--- src/rtl/utb_pkg.sv ---
// Purpose : Constants and types for the one-channel up-count timer base.
// Assumes : Classic Wishbone with 32-bit data and byte addresses.
// Notes   : Register offsets are byte addresses, one aligned word each.

// ----------------------------------------
// Package
// ----------------------------------------
package utb_pkg;

  localparam int CNT_W = 16;
  localparam int ADR_W = 8;

  // Register byte offsets.
  localparam logic [ADR_W-1:0] OFS_CTL0   = 8'h00;
  localparam logic [ADR_W-1:0] OFS_INTEN  = 8'h0C;
  localparam logic [ADR_W-1:0] OFS_INTF   = 8'h10;
  localparam logic [ADR_W-1:0] OFS_SWEVG  = 8'h14;
  localparam logic [ADR_W-1:0] OFS_INTCLR = 8'h18;
  localparam logic [ADR_W-1:0] OFS_CNT    = 8'h24;
  localparam logic [ADR_W-1:0] OFS_PSC    = 8'h28;
  localparam logic [ADR_W-1:0] OFS_CAR    = 8'h2C;

  // Field positions.
  localparam int CTL_CEN_BIT   = 0;
  localparam int CTL_UPDATE_DISABLE_BIT_BIT = 1;
  localparam int EVG_UPG_BIT   = 0;
  localparam int EVG_CHG_BIT   = 1;
  localparam int INT_UP_BIT    = 0;
  localparam int INT_CH_BIT    = 1;
  localparam int INT_W         = 2;

  // Reset values and the count step.
  localparam logic [CNT_W-1:0] RST_CNT = 16'h0000;
  localparam logic [CNT_W-1:0] RST_PSC = 16'h0000;
  localparam logic [CNT_W-1:0] RST_CAR = 16'hFFFF;
  localparam logic [CNT_W-1:0] ONE_CNT = 16'h0001;
  localparam logic [31:0]      ZERO_W  = 32'h0000_0000;

  // Wishbone request carrier.
  typedef struct packed {
    logic             cyc;
    logic             stb;
    logic             we;
    logic [3:0]       sel;
    logic [ADR_W-1:0] adr;
    logic [31:0]      dat;
  } utb_wb_req_type;

endpackage

--- src/rtl/utb_timer.sv ---
// Purpose : 16-bit up-only timer base with prescaler, auto-reload and update events.
// Assumes : Single clock; the kernel timer clock is clk_i; synchronous reset.
// Notes   : Wishbone slave answers every access one cycle after the strobe.
// Operation
// - Sixteen-bit unsigned counter counting upward only.
// - Prescaler runs from kernel clock when enabled.
// - Prescale value N divides by N plus one.
// - New prescale value applies at next update.
// - Count from zero to reload value, wrap.
// - Overflow raises an update event unless disabled.
// - Force-update bit clears counter, issues update.
// - Update-disable bit suppresses updates and shadow transfers.
// - Update copies pending reload and prescale values.
// - Interrupt output covers update and channel events.
//
// Implementation choices: the Wishbone interface to the registers and the address map.

`timescale 1ns/1ps
`default_nettype none

module utb_timer
  import utb_pkg::*;
(
  // Clock and reset.
  input  wire logic             clk_i,
  input  wire logic             rst_i,
  // Wishbone slave.
  input  wire logic             wb_cyc_i,
  input  wire logic             wb_stb_i,
  input  wire logic             wb_we_i,
  input  wire logic [3:0]       wb_sel_i,
  input  wire logic [ADR_W-1:0] wb_adr_i,
  input  wire logic [31:0]      wb_dat_i,
  output logic      [31:0]      wb_dat_o,
  output logic                  wb_ack_o,
  // Channel event from the capture/compare logic.
  input  wire logic             chan_event_i,
  // Timer outputs.
  output logic                  update_o,
  output logic      [CNT_W-1:0] count_o,
  output logic                  irq_o
);

  // ----------------------------------------
  // Bus decode
  // ----------------------------------------
  utb_wb_req_type req;
  logic           ack;
  logic [31:0]    rdata;

  // Pack the request so decode reads from one carrier.
  assign req = '{cyc: wb_cyc_i, stb: wb_stb_i, we: wb_we_i, sel: wb_sel_i,
                 adr: wb_adr_i, dat: wb_dat_i};

  // Merges write data into a 16-bit field under the byte enables.
  function automatic logic [CNT_W-1:0] merge16(input logic [CNT_W-1:0] old_v,
                                               input logic [31:0] new_v,
                                               input logic [3:0] sel);
    logic [CNT_W-1:0] r;
    r = old_v;
    if (sel[0]) begin
      r[7:0] = new_v[7:0];
    end
    if (sel[1]) begin
      r[15:8] = new_v[15:8];
    end
    return r;
  endfunction

  // A request is taken while ack is low. A write lands on the edge where the master
  // samples ack, so the master and the registers agree on when it happened.
  wire access = req.cyc && req.stb && !ack;
  wire wr     = req.cyc && req.stb && req.we && ack;
  wire wr_lo  = wr && req.sel[0];
  wire wr_ctl = wr_lo && (req.adr == OFS_CTL0);
  wire wr_ien = wr_lo && (req.adr == OFS_INTEN);
  wire wr_clr = wr_lo && (req.adr == OFS_INTCLR);
  wire wr_evg = wr_lo && (req.adr == OFS_SWEVG);
  wire wr_cnt = wr && (req.adr == OFS_CNT);
  wire wr_psc = wr && (req.adr == OFS_PSC);
  wire wr_car = wr && (req.adr == OFS_CAR);

  // ----------------------------------------
  // Registers
  // ----------------------------------------
  logic             count_enable_bit;
  logic             update_disable_bit;
  logic [INT_W-1:0] int_en;
  logic [INT_W-1:0] int_flag;
  logic [CNT_W-1:0] prescale_value;   // Preload stage written by software.
  logic [CNT_W-1:0] psc_shadow;       // Active divider value.
  logic [CNT_W-1:0] reload_pending;   // Preload stage of the reload limit.
  logic [CNT_W-1:0] reload_shadow;    // Active reload limit.
  logic [CNT_W-1:0] psc_cnt;
  logic [CNT_W-1:0] cnt;

  // ----------------------------------------
  // Counting
  // ----------------------------------------
  // The divided count tick fires when the prescaler has run through N+1 kernel clocks.
  wire force_update_bit = wr_evg && req.dat[EVG_UPG_BIT];
  wire chan_soft        = wr_evg && req.dat[EVG_CHG_BIT];
  wire divided_count_clock = count_enable_bit && (psc_cnt == psc_shadow);
  wire overflow = divided_count_clock && (cnt >= reload_shadow);
  // Both overflow and the forced update are gated by the disable bit; the forced
  // update still restarts the counter so software can resynchronise the period.
  wire update_ev = (overflow || force_update_bit) && !update_disable_bit;

  // Next counter value; a forced update wins over counting.
  wire [CNT_W-1:0] next_cnt =
      force_update_bit    ? RST_CNT :
      wr_cnt              ? merge16(cnt, req.dat, req.sel) :
      overflow            ? RST_CNT :
      divided_count_clock ? cnt + ONE_CNT :
                            cnt;

  // Prescaler counter restarts on a tick or any forced update.
  wire [CNT_W-1:0] next_psc_cnt =
      (force_update_bit || divided_count_clock) ? RST_CNT :
      count_enable_bit ? psc_cnt + ONE_CNT : psc_cnt;

  // Sticky flags; a new event wins over a software clear in the same cycle.
  wire [INT_W-1:0] ev_vec;
  assign ev_vec[INT_UP_BIT] = update_ev;
  assign ev_vec[INT_CH_BIT] = chan_event_i || chan_soft;
  wire [INT_W-1:0] clr_vec = wr_clr ? req.dat[INT_W-1:0] : '0;
  wire [INT_W-1:0] next_int_flag = (int_flag & ~clr_vec) | ev_vec;

  // Counter and prescaler state.
  always_ff @(posedge clk_i) begin
    if (rst_i) begin
      cnt     <= RST_CNT;
      psc_cnt <= RST_CNT;
    end else begin
      cnt     <= next_cnt;
      psc_cnt <= next_psc_cnt;
    end
  end

  // Shadow transfers happen only on a real update event.
  always_ff @(posedge clk_i) begin
    if (rst_i) begin
      psc_shadow    <= RST_PSC;
      reload_shadow <= RST_CAR;
    end else if (update_ev) begin
      psc_shadow    <= prescale_value;
      reload_shadow <= reload_pending;
    end
  end

  // Software registers.
  always_ff @(posedge clk_i) begin
    if (rst_i) begin
      count_enable_bit   <= 1'b0;
      update_disable_bit <= 1'b0;
      int_en             <= '0;
      prescale_value     <= RST_PSC;
      reload_pending     <= RST_CAR;
    end else begin
      if (wr_ctl) begin
        count_enable_bit   <= req.dat[CTL_CEN_BIT];
        update_disable_bit <= req.dat[CTL_UPDATE_DISABLE_BIT_BIT];
      end
      if (wr_ien) begin
        int_en <= req.dat[INT_W-1:0];
      end
      if (wr_psc) begin
        prescale_value <= merge16(prescale_value, req.dat, req.sel);
      end
      if (wr_car) begin
        reload_pending <= merge16(reload_pending, req.dat, req.sel);
      end
    end
  end

  // Flags.
  always_ff @(posedge clk_i) begin
    if (rst_i) begin
      int_flag <= '0;
    end else begin
      int_flag <= next_int_flag;
    end
  end

  // ----------------------------------------
  // Read path and outputs
  // ----------------------------------------
  // Unmapped and write-only offsets read as zero; the bus never errors.
  wire [31:0] rd_mux =
      (req.adr == OFS_CTL0)  ? {30'h0, update_disable_bit, count_enable_bit} :
      (req.adr == OFS_INTEN) ? {30'h0, int_en} :
      (req.adr == OFS_INTF)  ? {30'h0, int_flag} :
      (req.adr == OFS_CNT)   ? {16'h0000, cnt} :
      (req.adr == OFS_PSC)   ? {16'h0000, prescale_value} :
      (req.adr == OFS_CAR)   ? {16'h0000, reload_pending} :
                               ZERO_W;

  // Ack for one cycle; read data registered with it.
  always_ff @(posedge clk_i) begin
    if (rst_i) begin
      ack      <= 1'b0;
      rdata    <= ZERO_W;
      update_o <= 1'b0;
      irq_o    <= 1'b0;
    end else begin
      ack      <= access;
      rdata    <= (access && !req.we) ? rd_mux : ZERO_W;
      update_o <= update_ev;
      irq_o    <= |(next_int_flag & int_en);
    end
  end

  assign wb_ack_o = ack;
  assign wb_dat_o = rdata;
  assign count_o  = cnt;

  // ----------------------------------------
  // Assertions
  // ----------------------------------------
  wrap_zero_a : assert property (@(posedge clk_i) disable iff (rst_i)
    overflow && !wr_cnt |=> cnt == RST_CNT) else $error("counter did not wrap to zero");
  count_up_a : assert property (@(posedge clk_i) disable iff (rst_i)
    divided_count_clock && !overflow && !force_update_bit && !wr_cnt
    |=> cnt == $past(cnt) + ONE_CNT) else $error("counter did not step up");
  frozen_a : assert property (@(posedge clk_i) disable iff (rst_i)
    !count_enable_bit && !wr_evg && !wr_cnt |=> $stable(cnt) && $stable(psc_cnt))
    else $error("disabled counter moved");
  force_upd_a : assert property (@(posedge clk_i) disable iff (rst_i)
    force_update_bit |=> cnt == RST_CNT) else $error("forced update did not clear counter");
  upd_gate_a : assert property (@(posedge clk_i) disable iff (rst_i)
    update_disable_bit |=> !update_o && $stable(psc_shadow) && $stable(reload_shadow))
    else $error("update escaped while disabled");
  ovf_upd_a : assert property (@(posedge clk_i) disable iff (rst_i)
    overflow && !update_disable_bit |=> update_o) else $error("overflow gave no update");
  shadow_a : assert property (@(posedge clk_i) disable iff (rst_i)
    update_ev |=> psc_shadow == $past(prescale_value) && reload_shadow == $past(reload_pending))
    else $error("shadow copy missing");
  psc_div_a : assert property (@(posedge clk_i) disable iff (rst_i)
    count_enable_bit && !force_update_bit && psc_cnt != psc_shadow
    |=> psc_cnt == $past(psc_cnt) + ONE_CNT) else $error("prescaler did not advance");
  flag_hold_a : assert property (@(posedge clk_i) disable iff (rst_i)
    int_flag[INT_UP_BIT] && !wr_clr |=> int_flag[INT_UP_BIT]) else $error("update flag lost");
  irq_lvl_a : assert property (@(posedge clk_i) disable iff (rst_i)
    irq_o == |(int_flag & $past(int_en))) else $error("interrupt level wrong");

  // ----------------------------------------
  // Bus assertions
  // ----------------------------------------
  // Low half of the write data, named so that its past value can be sampled.
  wire [CNT_W-1:0] wr_half = req.dat[CNT_W-1:0];

  // Ack is a single-cycle pulse, so a request held past its ack is taken again one cycle later.
  ack_pulse_a : assert property (@(posedge clk_i) disable iff (rst_i)
    wb_ack_o |=> !wb_ack_o) else $error("ack held for more than one cycle");
  // Every new request is answered on the next edge; there are no wait states.
  ack_next_a : assert property (@(posedge clk_i) disable iff (rst_i)
    wb_cyc_i && wb_stb_i && !wb_ack_o |=> wb_ack_o) else $error("request not answered");
  // Read data is zero outside the ack cycle, so stale values never leak.
  dat_idle_a : assert property (@(posedge clk_i) disable iff (rst_i)
    !wb_ack_o |-> wb_dat_o == ZERO_W) else $error("read data outside ack");
  // A write answer carries no data.
  dat_write_a : assert property (@(posedge clk_i) disable iff (rst_i)
    wb_ack_o && $past(wb_we_i) |-> wb_dat_o == ZERO_W) else $error("write returned data");

  // ----------------------------------------
  // Counter assertions
  // ----------------------------------------
  // Left alone, the counter never steps backwards.
  up_only_a : assert property (@(posedge clk_i) disable iff (rst_i)
    !overflow && !force_update_bit && !wr_cnt |=> cnt >= $past(cnt))
    else $error("counter moved down");
  // Between divided ticks the counter holds, so it only moves at the prescaled rate.
  cnt_hold_a : assert property (@(posedge clk_i) disable iff (rst_i)
    count_enable_bit && !divided_count_clock && !force_update_bit && !wr_cnt |=> $stable(cnt))
    else $error("counter moved between ticks");
  // The prescaler never runs past its active limit, so a tick cannot be skipped.
  psc_bound_a : assert property (@(posedge clk_i) disable iff (rst_i)
    psc_cnt <= psc_shadow) else $error("prescaler beyond its limit");
  // The prescaler restarts from zero after each divided tick.
  psc_wrap_a : assert property (@(posedge clk_i) disable iff (rst_i)
    divided_count_clock |=> psc_cnt == RST_CNT) else $error("prescaler did not restart");
  // Setting the enable bit starts the counting clock on the next cycle.
  ctl_en_a : assert property (@(posedge clk_i) disable iff (rst_i)
    wr_ctl && req.dat[CTL_CEN_BIT] |=> count_enable_bit) else $error("enable write lost");
  // The prescaler restarts on a forced update too, so the new period starts cleanly.
  force_psc_a : assert property (@(posedge clk_i) disable iff (rst_i)
    force_update_bit |=> psc_cnt == RST_CNT) else $error("forced update kept prescaler");
  // A disabled update still clears the counter but gives no pulse.
  dis_force_a : assert property (@(posedge clk_i) disable iff (rst_i)
    force_update_bit && update_disable_bit |=> cnt == RST_CNT && !update_o)
    else $error("disabled forced update misbehaved");
  // Stopped and not forced, the timer raises no update pulse.
  idle_quiet_a : assert property (@(posedge clk_i) disable iff (rst_i)
    !count_enable_bit && !force_update_bit |=> !update_o) else $error("update while stopped");
  // Every update pulse has an overflow or a forced update behind it.
  upd_cause_a : assert property (@(posedge clk_i) disable iff (rst_i)
    update_o |-> $past(overflow) || $past(force_update_bit)) else $error("update without cause");
  // Shadow values move only on an update event; preload writes alone do nothing.
  shadow_hold_a : assert property (@(posedge clk_i) disable iff (rst_i)
    !update_ev |=> $stable(psc_shadow) && $stable(reload_shadow))
    else $error("shadow moved without update");
  // A full-width prescaler write lands in the preload stage.
  psc_load_a : assert property (@(posedge clk_i) disable iff (rst_i)
    wr_psc && req.sel == 4'hF |=> prescale_value == $past(wr_half))
    else $error("prescaler preload write lost");
  // A full-width reload write lands in the preload stage.
  car_load_a : assert property (@(posedge clk_i) disable iff (rst_i)
    wr_car && req.sel == 4'hF |=> reload_pending == $past(wr_half))
    else $error("reload preload write lost");
  // A counter write wins over a tick; a forced update would win over the write.
  cnt_load_a : assert property (@(posedge clk_i) disable iff (rst_i)
    wr_cnt && !force_update_bit && req.sel == 4'hF |=> cnt == $past(wr_half))
    else $error("counter write lost");
  // Counter reads return the value held on the taking edge.
  cnt_read_a : assert property (@(posedge clk_i) disable iff (rst_i)
    wb_ack_o && !$past(wb_we_i) && $past(wb_adr_i) == OFS_CNT
    |-> wb_dat_o == {16'h0000, $past(cnt)}) else $error("counter read wrong");

  // ----------------------------------------
  // Flag and interrupt assertions
  // ----------------------------------------
  // Each update event leaves the update flag set, even against a clear.
  flag_set_a : assert property (@(posedge clk_i) disable iff (rst_i)
    update_ev |=> int_flag[INT_UP_BIT]) else $error("update flag not set");
  // Writing one clears the flag when no event collides with it.
  flag_clr_a : assert property (@(posedge clk_i) disable iff (rst_i)
    wr_clr && req.dat[INT_UP_BIT] && !update_ev |=> !int_flag[INT_UP_BIT])
    else $error("update flag not cleared");
  // With updates disabled the update flag cannot be raised.
  dis_flag_a : assert property (@(posedge clk_i) disable iff (rst_i)
    update_disable_bit && !int_flag[INT_UP_BIT] |=> !int_flag[INT_UP_BIT])
    else $error("update flag set while disabled");
  // A channel event sets its flag, which then sticks until cleared.
  chan_set_a : assert property (@(posedge clk_i) disable iff (rst_i)
    chan_event_i |=> int_flag[INT_CH_BIT]) else $error("channel flag not set");
  chan_hold_a : assert property (@(posedge clk_i) disable iff (rst_i)
    int_flag[INT_CH_BIT] && !wr_clr |=> int_flag[INT_CH_BIT]) else $error("channel flag lost");
  // With no source enabled the interrupt line stays low.
  irq_mask_a : assert property (@(posedge clk_i) disable iff (rst_i)
    int_en == '0 |=> !irq_o) else $error("masked interrupt raised");
  // Flag reads return the flags held on the taking edge.
  flag_read_a : assert property (@(posedge clk_i) disable iff (rst_i)
    wb_ack_o && !$past(wb_we_i) && $past(wb_adr_i) == OFS_INTF
    |-> wb_dat_o == {30'h0, $past(int_flag)}) else $error("flag read wrong");

endmodule

`default_nettype wire

--- config.mk ---
export PLATFORM = sky130hd
export DESIGN_NAME = utb_timer
export DESIGN_NICKNAME = d
export VERILOG_FILES = /design/src/rtl/utb_pkg.sv /design/src/rtl/utb_timer.sv
export SDC_FILE = /design/constraint.sdc
export NUM_CORES = 1
export LEC_CHECK = 0
export BUFFER_PORTS_ARGS = -buffer_cell sky130_fd_sc_hd__buf_2
export CAP_MARGIN = 30
export CORE_MARGIN = 5
export CORE_UTILIZATION = 62
export CTS_BUF_LIST = sky130_fd_sc_hd__clkbuf_4 sky130_fd_sc_hd__clkbuf_8 sky130_fd_sc_hd__clkbuf_16
export DETAILED_ROUTE_END_ITERATION = 16
export GPL_TIMING_DRIVEN = 0
export PLACE_DENSITY_LB_ADDON = 0.2
export SYNTH_ARGS = -nofsm -noshare
export SYNTH_HDL_FRONTEND = slang
export SYNTH_SLANG_ARGS = --single-unit
--- constraint.sdc ---
create_clock -name clk_i -period 7.75 [get_ports clk_i]
set_input_delay 2.325 -clock clk_i [delete_from_list [all_inputs] [get_ports clk_i]]
set_output_delay 2.325 -clock clk_i [all_outputs]
set_load 0.005 [all_outputs]
After elaboration in Yosys (flattened, before gate mapping). Index checks and enable logic that the tools add are counted.

Reduce and logical (&&, ||, !) cells: 38. Bitwise operators: 5. Add/sub/neg operators: 2. Equality and inequality tests: 10. Muxes and demuxes: 12. Magnitude comparators: 1.

Operators by type and width (count): 2-to-1 mux 16 bit (6); adder 16 x 1 -> 16 bit (second input constant) (2); equality test 8 x 5 -> 1 bit (second input constant) (3); equality test 8 x 6 -> 1 bit (second input constant) (3); logical AND 1 bit (18); equality test 16 bit (1); >= comparator 16 bit (1); 2-to-1 mux 8 bit (2); AND reduction 2 bit (6); equality test 8 x 4 -> 1 bit (second input constant) (1); logical NOT 8 bit (1); 2-to-1 mux 2 bit (4); OR reduction 2 bit (4); OR reduction 7 bit (1); OR reduction 5 bit (1); AND 2 bit (2); != test 2 bit (second input constant) (2); logical NOT 1 bit (3); logical OR 1 bit (3); nonzero test 3 bit (1); NOT 2 bit (1); OR 2 bit (1); NOT 1 bit (1).

Bits of input ports: 50. Logic and storage cells: 87. Register bits: 137. Output and inout bits: 51.

Longest topological paths before layout.
Depth in word-level cells: 11. Depth in mapped cells: 10. Gate-level depth less buffers: 8.

Worst setup path after synthesis. OpenSTA, ideal clock, no wires.

Kind: input port to flip-flop. From: input port wb_adr_i[1]. To: register reload_shadow[10]. Path buffers: 2. Data required time: 7.609 ns. Cell stages on the path: 8. Library setup time: 0.141 ns. Setup slack: 3.534 ns. Arrival: 4.075 ns. Cells stage by stage: or4_1 -> buf_2 -> nor3b_4 -> nand3_1 -> nor2_4 -> o21a_2 -> buf_4 -> o211ai_1.

Longest elaborated chain between the ends: 5.

RTL lines: start, declared (RTL line utb_timer.sv:32) `input wire logic [ADR_W-1:0] wb_adr_i,`; equality test 8 x 5 -> 1 bit (RTL line utb_timer.sv:78) `wire wr_evg = wr_lo && (req.adr == OFS_SWEVG);`; logical AND 1 bit (RTL line utb_timer.sv:78); logical AND 1 bit (RTL line utb_timer.sv:101) `wire force_update_bit = wr_evg && req.dat[EVG_UPG_BIT];`; logical OR 1 bit (RTL line utb_timer.sv:107) `wire update_ev = (overflow || force_update_bit) && !update_disable_bit;`; logical AND 1 bit (RTL line utb_timer.sv:107); end signal, assigned (RTL line utb_timer.sv:147) `reload_shadow <= reload_pending;`; end, declared (RTL line utb_timer.sv:93) `logic [CNT_W-1:0] reload_shadow;`.

Every way passes these cells. A chain may end at the register's enable or synchronous reset.

Final worst setup path.
From: input port wb_adr_i[1]. To: register psc_cnt[5].

Longest elaborated chain between the ends: 5.

RTL lines: equality test 8 x 5 -> 1 bit (RTL line utb_timer.sv:78); logical AND 1 bit (RTL line utb_timer.sv:78); logical AND 1 bit (RTL line utb_timer.sv:101); logical OR 1 bit (RTL line utb_timer.sv:119) `(force_update_bit || divided_count_clock) ? RST_CNT :`; OR reduction 2 bit (no source line); end signal, assigned (RTL line utb_timer.sv:136) `psc_cnt <= next_psc_cnt;`; end, declared (RTL line utb_timer.sv:94) `logic [CNT_W-1:0] psc_cnt;`.

Every way passes these cells.

==> run summary <==
DR DRC count - 0
status - completed
Net Sw Power - 0.000332 W
CTS Buf Count - 17
initial DRC count - 567
Overall Global Routing Usage - 0.332
unrepaired setup endpoints after global routing - no
largest net degree at the start of global routing - 17
crit path max fanout - 10
number of diodes - 0
drt first pass iters - 5
Die Y - 113 um
routed wire length - 21.0 mm
Skew-Pair Late Insertion Delay - 0.55 ns
Tmin final - 4.39 ns
antenna violations before repair - 0
global route overflow - 0
Post-synth top cells - dfxtp_1 (121), nor2_1 (65), nand2_1 (60)
final period utilization - 0.567
crit path kind - in2reg
CORE AREA - 10300 um2
Final WS setup - 3.36 ns
P&R area growth vs syn - 17.4%
total internal power - 0.00114 W
CP Capture Type - flop
first-pass GRT wire length - 33.2 mm
clock power share - 0.533
pwr dens - 192 nW/um2
main area contributors after synthesis - dfxtp_1 (37%), o211ai_1 (4.2%), mux2i_1 (3.8%)
DP Worst Slack - 2.89 ns
vias in the first global route - 6340
Starting Density - 0.635
Synth top area share - 0.369
fmax - 228 MHz
Post-synth EDFFs - 0
via count - 6589
asr flop ratio synth - 0
HPWL after detailed placement - 15.7 mm
Seq/Total Area, Yosys - 0.369
most frequent cell after synthesis - dfxtp_1
Post-Syn Instances - 778
Max Buffers Root-to-Sink - 2
Lkg Pwr - 3.45 nW
post-cts sizing count - 0
drt wl/cell - 20.5 um
WP data required - 8.18 ns
share of cells above drive strength 1 - 0.168
#FFs+latches synth - 121
syn avg cell area - 8.43 um2
Comb pwr share - 0.045
Fillers - 779
Pins Over Slew Limit - 0
max_slew headroom - 0.302
# Post-CTS Setup Buffers - 0
setup tns final - 0 ns
IR drop worst, VDD - 179 uV
Arr. time, crit path - 4.82 ns
width of the die - 113 um
clk sink count - 121
Final ANT Viol Nets - 0
Final Hold Fails - 0
full die area - 12700 um2
Post-synth top flop - dfxtp_1
Hold Crit Class - reg2reg
cell taking the most area after synthesis - dfxtp_1
worst slew pin tran - 1.04 ns
Warnings, synthesis - 0
CTS tree - yes
post-synthesis cell area - 6560 um2
Setup crit start kind - input pin
Clock transition at path regs - 0.06 ns
GP Congestion - 0.977
Finish-stage setup viols - 0
Reg power frac - 0.422
Ports - 101
Cell variety after synth - 64
MaxCap Viol Count - 0
clock skew - 0.00659 ns
CTS H-Tree Depth - 4
DR vias/cell - 6.43
I/O Buffers - 63
nets@finish - 943
Rows - 37
clk root buf - clkbuf_8
hold buffer count at cts - 0
Net Sw Frac - 0.225
-- flip-flops by register name (all words and copies together) (netlist names) --
| name | count |
|---|---|
| count_o | 16 |
| prescale_value | 16 |
| psc_cnt | 16 |
| psc_shadow | 16 |
| reload_pending | 16 |
| reload_shadow | 16 |
| wb_dat_o | 16 |
| int_en | 2 |
| int_flag | 2 |
| count_enable_bit | 1 |
| irq_o | 1 |
| update_disable_bit | 1 |
| update_o | 1 |
| wb_ack_o | 1 |
-- metrics by stage --
| stage | cell area (um2) | cells | util | hold slack [ns] | power (W) |
|---|---|---|---|---|---|
| floorplan | 6610 | 793 | - | 0.446 | 0.000674 |
| global placement | 7100 | 992 | 0.688 | 0.459 | 0.000699 |
| detailed placement | 7100 | 992 | 0.688 | 0.484 | 0.000700 |
| CTS | 7700 | 1024 | 0.745 | 0.495 | 0.00148 |
| global route | 7700 | 1024 | 0.745 | 0.520 | 0.00152 |
| finish | 7700 | 1024 | 0.745 | 0.504 | 0.00148 |
-- logic make-up (layout without fill, tap and decap cells) --
| group | after synthesis | after routing | synth area share |
|---|---|---|---|
| compound gates | 191 | 191 | 0.207 |
| flops | 121 | 121 | 0.369 |
| xor+xnor | 29 | 29 | 0.0387 |
| other cells | 1 | 16 | 0.000572 |
| simple gates | 279 | 279 | 0.222 |
| mux | 33 | 33 | 0.0519 |
| fa+ha+maj | 18 | 18 | 0.0344 |
| buf+inv | 106 | 201 | 0.0758 |
-- power by group through the flow --
stage,registers (W),logic (W),clock network [W]
2_1_floorplan,0.000637,0.0000370,0
3_3_place_gp,0.000637,0.0000619,0
3_5_place_dp,0.000637,0.0000632,0
4_1_cts,0.000624,0.0000637,0.000789
5_1_grt,0.000623,0.0000706,0.000823
6_report,0.000624,0.0000662,0.000787
-- layout make-up --
| type | count | area [um2] | area share |
|---|---|---|---|
| Clock inverter | 10 | 115 | 0.0150 |
| Buffer | 77 | 388 | 0.0504 |
| Clock buffer | 22 | 483 | 0.0628 |
| Tap cell | 136 | 170 | 0.0221 |
| Inverter | 29 | 109 | 0.0141 |
| Sequential cell | 121 | 2420 | 0.315 |
| Timing Repair Buffer | 63 | 315 | 0.0410 |
| Multi-Input combinational cell | 566 | 3690 | 0.480 |
-- cells in the final DEF, fill, tap and decap left out, drive strengths merged, types with 10 or more instances in the layout --
master / count
a22oi: 18
inv: 30
xnor2: 10
ha: 18
conb: 16
mux2i: 25
nand3: 43
xor2: 19
nand4: 16
nand2: 60
a21oi: 26
dfxtp: 121
nand4b: 16
clkbuf: 63
buf: 99
o21ai: 40
and3: 26
nor3: 15
a32oi: 17
nor2: 68
o211ai: 37
-- layer usage --
layer  GRT usage  routed length, um  share of wire  vias up
li1            -                  -              -     3028
met1       0.405               8410           0.40     3133
met2       0.542              10000           0.48      355
met3      0.0781               1670          0.079       73
met4       0.175                944          0.045        0
met5           0                  0              0        -
-- worst max-delay path, stage by stage --
cell	delay (ns)
buf_2	0.09
or4_1	0.50
buf_2	0.20
nor3b_4	0.33
a41oi_2	0.35
o21ai_1	0.58
buf_2	0.35
nor2_1	0.08
-- final timing paths --
kind	start	to	slack [ns]	depth (start not counted)
hold / removal	reload_pending[3]$_SDFFE_PP1P_	reload_pending[3]$_SDFFE_PP1P_	0.50	2
setup / recovery	wb_adr_i[1]	psc_cnt[5]$_SDFFE_PP0P_	3.36	8
setup reg to reg	count_o[14]$_SDFFE_PP0P_	reload_shadow[4]$_SDFFE_PP1P_	4.77	9
hold reg to reg	reload_pending[3]$_SDFFE_PP1P_	reload_pending[3]$_SDFFE_PP1P_	0.50	2
Power figures use the tool's default switching activity.
